`src/hw/ies_consts.vh`:
```
/*
 Constants for the common-command status block: command codes,
 event status bit positions, masks and reset values.
 Assumes it is included by bare name from the design module.
*/
`ifndef IES_CONSTS_VH
`define IES_CONSTS_VH

// Common command codes on i_cmd_code
`define IES_CMD_CLS       4'h0
`define IES_CMD_MASK_SET  4'h1
`define IES_CMD_MASK_Q    4'h2
`define IES_CMD_STATUS_Q  4'h3
`define IES_CMD_IDN_Q     4'h4
`define IES_CMD_OPC       4'h5
`define IES_CMD_OPC_Q     4'h6
`define IES_CMD_OPT_Q     4'h7

// Error classes on i_err_class
`define IES_ERR_CMD       3'h1
`define IES_ERR_EXE       3'h2
`define IES_ERR_DEV       3'h3
`define IES_ERR_QRY       3'h4

// Event status / enable bit positions
`define IES_BIT_OPC       0
`define IES_BIT_QYE       2
`define IES_BIT_DDE       3
`define IES_BIT_EXE       4
`define IES_BIT_CME       5
`define IES_STATUS_USED   8'h3D

// Status byte bit positions
`define IES_STB_ESB       5
`define IES_STB_MSS       6

// Reset values and argument range
`define IES_MASK_RST      8'h00
`define IES_STATUS_RST    8'h00
`define IES_ARG_MAX       16'h00FF

// Response sources
`define IES_SRC_NUM       2'h0
`define IES_SRC_IDN       2'h1
`define IES_SRC_OPT       2'h2

`define IES_ASCII_0       8'h30
`define IES_ASCII_1       8'h31

`endif

```
`src/hw/ies_event_status.v`:
```
/*
 Common-command status logic: event status register and enable mask,
 event summary and master summary bits of the status byte, clear-status,
 error-class mapping, operation-complete tracking and the identification
 and options strings, answered one ASCII byte at a time.
 Assumes a parser upstream hands over decoded common commands, and that
 error reports, processor idle flags and the other status byte bits come
 from logic on the same clock.
*/
`timescale 1ns/1ns
`include "ies_consts.vh"

// Contract
// - Clear-status empties error queue, idles completion
// - Clear-status clears event registers, keeps masks
// - Enable mask takes 0..255, resets zero
// - Summary bit 5 is OR of enabled events
// - Bits 5,4,3,2,0 are CME,EXE,DDE,QYE,OPC
// - Enable query returns mask unchanged
// - Status query returns then clears register
// - Class 100 errors set bit 5
// - Class 200 errors set bit 4
// - Class 300 or level error sets bit 3; the code sets it for a level error only with i_ques_level
// - Class 400 errors set bit 2
// - Identity string has four comma fields
// - Date MM/DD/YYYY, serial exactly six digits
// - Completion command clears bit 0, set later
// - Complete only when three processors idle
// - Commands keep flowing while bit 0 zero
// - Completion query answers ASCII 0 or 1
// - Options string lists four capability tokens
// - Common commands need leading asterisk
// - Bit 6 is OR of enabled status bits
module ies_event_status #(
    parameter IDN_LEN = 42,
    parameter [8*IDN_LEN-1:0] IDN_STR =
        "MAKER,PSU0000 36-28 01/01/2000,000001,1.00",
    parameter OPT_LEN = 27,
    parameter [8*OPT_LEN-1:0] OPT_STR = "LIMCAL,REMBUS,MEMLOC,LISTAP"
) (
    input  wire        i_clk,
    input  wire        i_nrst,
    input  wire        i_cmd_valid,
    input  wire        i_cmd_star,
    input  wire [3:0]  i_cmd_code,
    input  wire [15:0] i_cmd_arg,
    input  wire        i_err_valid,
    input  wire [2:0]  i_err_class,
    input  wire        i_level_err,
    input  wire        i_ques_level,
    input  wire [2:0]  i_proc_idle,
    input  wire [7:0]  i_stb_ext,
    input  wire [7:0]  i_sre,
    input  wire        i_resp_ready,
    output wire [7:0]  o_event_enable_mask,
    output wire [7:0]  o_standard_event_status,
    output wire [7:0]  o_stb,
    output wire        o_cls,
    output wire        o_resp_valid,
    output wire [7:0]  o_resp_byte,
    output wire        o_resp_last
);

////////////////////////////////////////////////////////////////////////////////
// Storage

reg  [7:0]  event_enable_mask_r;
reg  [7:0]  event_enable_mask_nxt;
reg  [7:0]  standard_event_status_r;
reg  [7:0]  standard_event_status_nxt;
reg         pend_r;
reg         pend_nxt;
reg  [7:0]  stb_r;
reg  [7:0]  stb_nxt;
reg         cls_r;
reg         cls_nxt;
reg         rv_r;
reg         rv_nxt;
reg  [7:0]  rb_r;
reg  [7:0]  rb_nxt;
reg         rl_r;
reg         rl_nxt;
reg  [1:0]  src_r;
reg  [1:0]  src_nxt;
reg  [5:0]  idx_r;
reg  [5:0]  idx_nxt;
reg  [5:0]  len_r;
reg  [5:0]  len_nxt;
reg  [23:0] num_r;
reg  [23:0] num_nxt;

////////////////////////////////////////////////////////////////////////////////
// Decoding helpers

// Up to three ASCII digits, most significant first, no leading zeros
function [23:0] to_dec;
    input [7:0] v;
    reg   [7:0] h;
    reg   [7:0] t;
    reg   [7:0] u;
    begin
        h = v / 8'd100;
        t = (v % 8'd100) / 8'd10;
        u = v % 8'd10;
        if (v >= 8'd100)
            to_dec = {`IES_ASCII_0 + h, `IES_ASCII_0 + t, `IES_ASCII_0 + u};
        else if (v >= 8'd10)
            to_dec = {`IES_ASCII_0 + t, `IES_ASCII_0 + u, 8'h00};
        else
            to_dec = {`IES_ASCII_0 + u, 16'h0000};
    end
endfunction

function [5:0] dec_len;
    input [7:0] v;
    begin
        if (v >= 8'd100)
            dec_len = 6'd3;
        else if (v >= 8'd10)
            dec_len = 6'd2;
        else
            dec_len = 6'd1;
    end
endfunction

function [7:0] get_byte;
    input [1:0]  src;
    input [5:0]  idx;
    input [23:0] num;
    begin
        case (src)
            `IES_SRC_IDN:
                get_byte = IDN_STR[8*(IDN_LEN-1-idx) +: 8];
            `IES_SRC_OPT:
                get_byte = OPT_STR[8*(OPT_LEN-1-idx) +: 8];
            default:
                get_byte = num[8*(2-idx[1:0]) +: 8];
        endcase
    end
endfunction

////////////////////////////////////////////////////////////////////////////////
// Command, event and response logic

reg        take;
reg        is_query;
reg        q_ok;
reg  [7:0] set_v;
reg  [7:0] clr_v;
reg  [7:0] ans;
reg        esb;
reg        done;
reg        adv;

always @*
begin
    event_enable_mask_nxt = event_enable_mask_r;
    pend_nxt = pend_r;
    cls_nxt  = 1'b0;
    rv_nxt   = rv_r;
    rb_nxt   = rb_r;
    rl_nxt   = rl_r;
    src_nxt  = src_r;
    idx_nxt  = idx_r;
    len_nxt  = len_r;
    num_nxt  = num_r;
    set_v    = 8'h00;
    clr_v    = 8'h00;
    ans      = 8'h00;

    // A command without the leading asterisk is not a common command
    take     = i_cmd_valid & i_cmd_star;
    if (i_cmd_valid & ~i_cmd_star)
        set_v[`IES_BIT_CME] = 1'b1;

    is_query = (i_cmd_code == `IES_CMD_MASK_Q) | (i_cmd_code == `IES_CMD_STATUS_Q) |
               (i_cmd_code == `IES_CMD_IDN_Q) | (i_cmd_code == `IES_CMD_OPC_Q) |
               (i_cmd_code == `IES_CMD_OPT_Q);
    // A query arriving while an answer drains is dropped and flagged
    q_ok     = take & is_query & ~rv_r;
    if (take & is_query & rv_r)
        set_v[`IES_BIT_QYE] = 1'b1;

    // Error classes map onto event bits
    if (i_err_valid)
    begin
        case (i_err_class)
            `IES_ERR_CMD: set_v[`IES_BIT_CME] = 1'b1;
            `IES_ERR_EXE: set_v[`IES_BIT_EXE] = 1'b1;
            `IES_ERR_DEV: set_v[`IES_BIT_DDE] = 1'b1;
            `IES_ERR_QRY: set_v[`IES_BIT_QYE] = 1'b1;
            default:      set_v = set_v;
        endcase
    end
    if (i_level_err & i_ques_level)
        set_v[`IES_BIT_DDE] = 1'b1;

    // Completion waits for all three processors; commands are never held
    done = pend_r & (&i_proc_idle);
    if (done)
    begin
        set_v[`IES_BIT_OPC] = 1'b1;
        pend_nxt = 1'b0;
    end

    if (take)
    begin
        case (i_cmd_code)
            `IES_CMD_CLS:
            begin
                clr_v    = 8'hFF;
                pend_nxt = 1'b0;
                cls_nxt  = 1'b1;
            end
            `IES_CMD_MASK_SET:
            begin
                if (i_cmd_arg <= `IES_ARG_MAX)
                    event_enable_mask_nxt = i_cmd_arg[7:0] & `IES_STATUS_USED;
                else
                    set_v[`IES_BIT_EXE] = 1'b1;
            end
            `IES_CMD_OPC:
                pend_nxt = 1'b1;
            `IES_CMD_MASK_Q:
                ans = event_enable_mask_r;
            `IES_CMD_STATUS_Q:
            begin
                ans = standard_event_status_r;
                if (q_ok)
                    clr_v = standard_event_status_r;
            end
            default:
                ans = 8'h00;
        endcase
    end

    // Hardware sets win over the read-clear and clear-status
    standard_event_status_nxt = ((standard_event_status_r & ~clr_v) | set_v)
                                & `IES_STATUS_USED;
    if (take & (i_cmd_code == `IES_CMD_OPC))
        standard_event_status_nxt[`IES_BIT_OPC] = 1'b0;

    // Start an answer
    if (q_ok)
    begin
        rv_nxt  = 1'b1;
        idx_nxt = 6'd0;
        case (i_cmd_code)
            `IES_CMD_IDN_Q:
            begin
                src_nxt = `IES_SRC_IDN;
                len_nxt = IDN_LEN[5:0];
            end
            `IES_CMD_OPT_Q:
            begin
                src_nxt = `IES_SRC_OPT;
                len_nxt = OPT_LEN[5:0];
            end
            `IES_CMD_OPC_Q:
            begin
                src_nxt = `IES_SRC_NUM;
                len_nxt = 6'd1;
                num_nxt = {(pend_r ? `IES_ASCII_0 : `IES_ASCII_1), 16'h0000};
            end
            default:
            begin
                src_nxt = `IES_SRC_NUM;
                len_nxt = dec_len(ans);
                num_nxt = to_dec(ans);
            end
        endcase
        rb_nxt = get_byte(src_nxt, 6'd0, num_nxt);
        rl_nxt = (len_nxt == 6'd1);
    end

    // Stream the answer one byte per accepted handshake
    adv = rv_r & i_resp_ready;
    if (adv)
    begin
        if (rl_r)
        begin
            rv_nxt = 1'b0;
            rl_nxt = 1'b0;
        end
        else
        begin
            idx_nxt = idx_r + 6'd1;
            rb_nxt  = get_byte(src_r, idx_nxt, num_r);
            rl_nxt  = (idx_nxt == len_r - 6'd1);
        end
    end

    // Status byte summaries; clear-status drops the event summary
    esb = |(standard_event_status_r & event_enable_mask_r & `IES_STATUS_USED)
          & ~cls_nxt;
    stb_nxt = i_stb_ext;
    stb_nxt[`IES_STB_ESB] = esb;
    stb_nxt[`IES_STB_MSS] = 1'b0;
    // Bit 6 cannot enable itself
    stb_nxt[`IES_STB_MSS] = |(stb_nxt & i_sre & ~8'h40);
end

////////////////////////////////////////////////////////////////////////////////
// Registers

always @(posedge i_clk)
begin
    if (!i_nrst)
    begin
        event_enable_mask_r     <= `IES_MASK_RST;
        standard_event_status_r <= `IES_STATUS_RST;
        pend_r <= 1'b0;
        stb_r  <= 8'h00;
        cls_r  <= 1'b0;
        rv_r   <= 1'b0;
        rb_r   <= 8'h00;
        rl_r   <= 1'b0;
        src_r  <= `IES_SRC_NUM;
        idx_r  <= 6'd0;
        len_r  <= 6'd0;
        num_r  <= 24'h000000;
    end
    else
    begin
        event_enable_mask_r     <= event_enable_mask_nxt;
        standard_event_status_r <= standard_event_status_nxt;
        pend_r <= pend_nxt;
        stb_r  <= stb_nxt;
        cls_r  <= cls_nxt;
        rv_r   <= rv_nxt;
        rb_r   <= rb_nxt;
        rl_r   <= rl_nxt;
        src_r  <= src_nxt;
        idx_r  <= idx_nxt;
        len_r  <= len_nxt;
        num_r  <= num_nxt;
    end
end

assign o_event_enable_mask     = event_enable_mask_r;
assign o_standard_event_status = standard_event_status_r;
assign o_stb        = stb_r;
assign o_cls        = cls_r;
assign o_resp_valid = rv_r;
assign o_resp_byte  = rb_r;
assign o_resp_last  = rl_r;

endmodule // ies_event_status

```
`config.mk`:
```
export PLATFORM = sky130hd
export DESIGN_NAME = ies_event_status
export DESIGN_NICKNAME = d
export VERILOG_FILES = /design/src/hw/ies_event_status.v
export VERILOG_INCLUDE_DIRS = /design/src /design/src/hw
export SDC_FILE = /design/constraint.sdc
export NUM_CORES = 1
export LEC_CHECK = 0
export BUFFER_PORTS_ARGS = -buffer_cell sky130_fd_sc_hd__buf_4
export CAP_MARGIN = 20
export CORE_MARGIN = 4
export CORE_UTILIZATION = 61
export DETAILED_ROUTE_END_ITERATION = 7
export GPL_TIMING_DRIVEN = 1
export PLACE_DENSITY = 0.86
export SLEW_MARGIN = 30
export SYNTH_ARGS = -nofsm -noshare
export SYNTH_HDL_FRONTEND = slang
export SYNTH_SLANG_ARGS = --single-unit
```
`constraint.sdc`:
```
create_clock -name i_clk -period 10.6 [get_ports i_clk]
set_input_delay 1.06 -clock i_clk [delete_from_list [all_inputs] [get_ports i_clk]]
set_output_delay 1.06 -clock i_clk [all_outputs]
set_load 0.01 [all_outputs]
```
==> run summary <==
Die extent in x -> 94.8 um
Count leader, synth -> nand2_1
Flops & latches, synth -> 58
Total power -> 0.540 mW
Post-synth EDFFs -> 0
Die Height -> 94.8 um
Io pins -> 85
Initial Utilization -> 63.1%
Hold Path Depth -> 2
CTS Buf Count -> 9
Max Root-Sink Buffers -> 2
Worst-Margin Slew -> 0.947 ns
Fin area -> 5340 sq um
Minimum setup slack among reg-to-reg paths -> 6.47 ns
Placed inst area -> 5100 sq um
Top layer in use -> met4
CTS sink cnt -> 58
Worst reg2reg path depth -> 13
Total Wirelength -> 12600 um
1st-iter DRT viols -> 319
Pleak -> 2.10 nW
PD cells -> 101 nW/um^2
Antenna violations before repair -> 0
Largest net degree at the start of global routing -> 58
DP HPWL -> 9210 um
Netlist cell types -> 77
Clock share of power -> 44.0%
Sw Ratio -> 25.3%
GP Congestion -> 0.865
Critical Path AT -> 5.39 ns
Post-Syn Instances -> 595
Post-route ant nets -> 0
Crit path time final -> 5.16 ns
Routed len/inst -> 16.8 um
Ys Warns -> 0
Worst Slack Setup Final -> 5.44 ns
Max-slew headroom at the worst pin -> 36.4%
DP Worst Slack -> 5.15 ns
DIE AREA -> 8990 sq um
Filler cells -> 617
Port bufs -> 72
First-pass GRT wire length -> 20300 um
Worst hold path startpoint -> num_r[11]$_SDFFE_PN0P_
Post-cts sizing count -> 0
Detailed route wirelength on metal2 -> 6590 um
Routed via count -> 4651
Detailed Routing Iterations Pass 1 -> 5
Hold endpoint -> num_r[11]$_SDFFE_PN0P_
Clk Latency, worst-skew pair -> 0.35 ns
DRC errors left -> 0
Commonest cells in the netlist -> 60 x nand2_1, 58 x dfxtp_1, 44 x o21ai_0
Clock Pin Slew Worst Setup and Hold Paths -> 0.07 ns
Share of Yosys cell area claimed by the top area cell type -> 25.3%
RSZ-0062 raised after global routing -> no
Setup TNS -> 0 ns
Final hold slack -> 0.472 ns
MaxCap Viol Count -> 0
Area growth syn-to-layout -> 16.1%
Final Slew Violations -> 0
Crit Path Max Fanout -> 11
Ys flop type -> dfxtp_1
H-tree depth -> 3
Met3 wire len -> 535 um
Cell-internal power -> 0.403 mW
FP Rows -> 31
Post-CTS setup buffer count -> 0
Final Setup Violations -> 0
Final hold violation count -> 0
Core area -> 7290 sq um
WS Path Type -> in -> reg
CTS tree -> yes
Maximum vdd ir drop -> 0.0000727 V
Critical Path Source Type -> input pin
Via density -> 6.21
Sequential fraction of the synthesis area -> 25.3%
Asr flop ratio synth -> 0%
Fraction of layout instances using a drive strength above 1 -> 17.8%
Antenna diode count -> 0
Synthesized area per cell -> 7.73 sq um
Hold Buf Count CTS -> 0
R2r endpoint -> o_resp_byte[2]$_SDFF_PN0_
Status -> finished clean
Gate power share -> 13.8%
Setup crit end kind -> flip-flop
GR Util All Layers -> 27.9%
Mapped cell area -> 4600 sq um
WP data required -> 10.83 ns
Vias in the first global route -> 4298
CTS Root Cell -> clkbuf_8
Psw -> 0.137 mW
Met1 wire length -> 5320 um
Nets -> 712
Fmax -> 0.194 GHz
Final worst-path cycle share -> 48.7%
Sequential power share -> 42.2%
Synth area leader -> dfxtp_1
Setup Skew -> 0.0161 ns
FF-to-FF Start -> o_standard_event_status[5]$_SDFF_PN0_
Hold Crit Class -> reg -> reg
Synth area leaders -> dfxtp_1 25%, nand2_1 4.9%, o21ai_0 4.8%, ha_1 4.6%, mux2i_1 3.9%
Total global routing overflow -> 0
[cell type report]
class / instances / area [sq um] / share of cell area (%)
multi-input cells: 481 / 3180 / 59.5
flip-flops and latches: 58 / 1160 / 21.8
repair buffers: 77 / 578 / 10.8
clock buffers: 12 / 155 / 2.91
well taps: 99 / 124 / 2.32
clock inverters: 4 / 73.8 / 1.38
inverters: 18 / 67.6 / 1.27
[cell families after synthesis]
family                     count (synthesis)  share of synthesized area [%]
AOI/OAI and AO/OA                        175                           26.9
xor gates and xnor gates                  30                           5.88
adders and majority gates                 17                           4.63
buffers and inverters                     61                           6.15
DFF                                       58                           25.3
muxes                                     22                           4.95
other                                      1                         0.0816
and+or+nand+nor                          231                           26.2
[cell usage in the layout, fill, tap and decap left out, drive strengths merged, types with 4 or more instances in the layout]
master,count
dfxtp,58
clkbuf,12
a221oi,10
a31oi,11
o31ai,4
nor4,7
xnor2,19
and2,19
nand4,7
xor2,11
mux2i,19
a21boi,9
nor2,40
a21oi,30
buf,77
nor3,16
inv,17
o22ai,4
a22oi,8
a32oi,5
ha,17
o211a,4
nand2b,8
or2,4
nand2,61
conb,6
and3,5
nand3,23
nor2b,21
o21ai,48
nor3b,4
a211oi,5
o21a,4
[routing by layer]
metal  track usage, %  vias to the layer above
li1                 -                     2268
met1             35.2                     2229
met2             48.5                      133
met3             4.70                       21
met4             8.05                        0
met5                0                        -
[through the flow]
stage / cells / utilization, %
after floorplan: 600 / -
after global placement: 733 / 70.0
after detailed placement: 733 / 70.0
after CTS: 749 / 73.1
after global routing: 749 / 73.2
final: 749 / 73.2
[worst max-delay path, cell delays in order]
cell and delay, ns:
buf_4 0.13, or3b_1 0.55, nor2_2 0.29, nand3_1 0.22, ha_1 0.29, o311ai_0 0.51, nor2_1 0.16, xnor2_1 0.70
nor2b_2 0.31, or3b_1 0.50, xor2_2 0.21, a211o_1 0.30, and3_1 0.15
[state kept, by name, indices dropped and copies added, names as in the netlist, 5 cells and up]
signal	count
o_standard_event_status	5
idx_r	6
o_event_enable_mask	5
o_stb	8
num_r	16
len_r	5
o_resp_byte	8
[power groups by stage]
stage / logic (mW) / clock network (mW) / registers [mW]
detailed placement: 0.0732 / 0 / 0.232
finish: 0.0746 / 0.238 / 0.228
global route: 0.0815 / 0.249 / 0.228
floorplan: 0.0446 / 0 / 0.233
global placement: 0.0713 / 0 / 0.232
CTS: 0.0740 / 0.238 / 0.227
[how the worst max path moves through the flow]
| stage | end | startpoint | slack [ns] |
|---|---|---|---|
| floorplan | o_resp_byte[2]$_SDFF_PN0_ | i_cmd_code[2] | 5.99 |
| global placement | o_resp_byte[2]$_SDFF_PN0_ | i_cmd_code[2] | 5.24 |
| detailed placement | o_resp_byte[2]$_SDFF_PN0_ | i_cmd_code[2] | 5.15 |
| CTS | o_resp_byte[2]$_SDFF_PN0_ | i_cmd_code[2] | 5.50 |
| global route | o_resp_byte[2]$_SDFF_PN0_ | i_cmd_code[2] | 5.09 |
| finish | o_resp_byte[2]$_SDFF_PN0_ | i_cmd_code[2] | 5.44 |
Power figures use the tool's default switching activity.
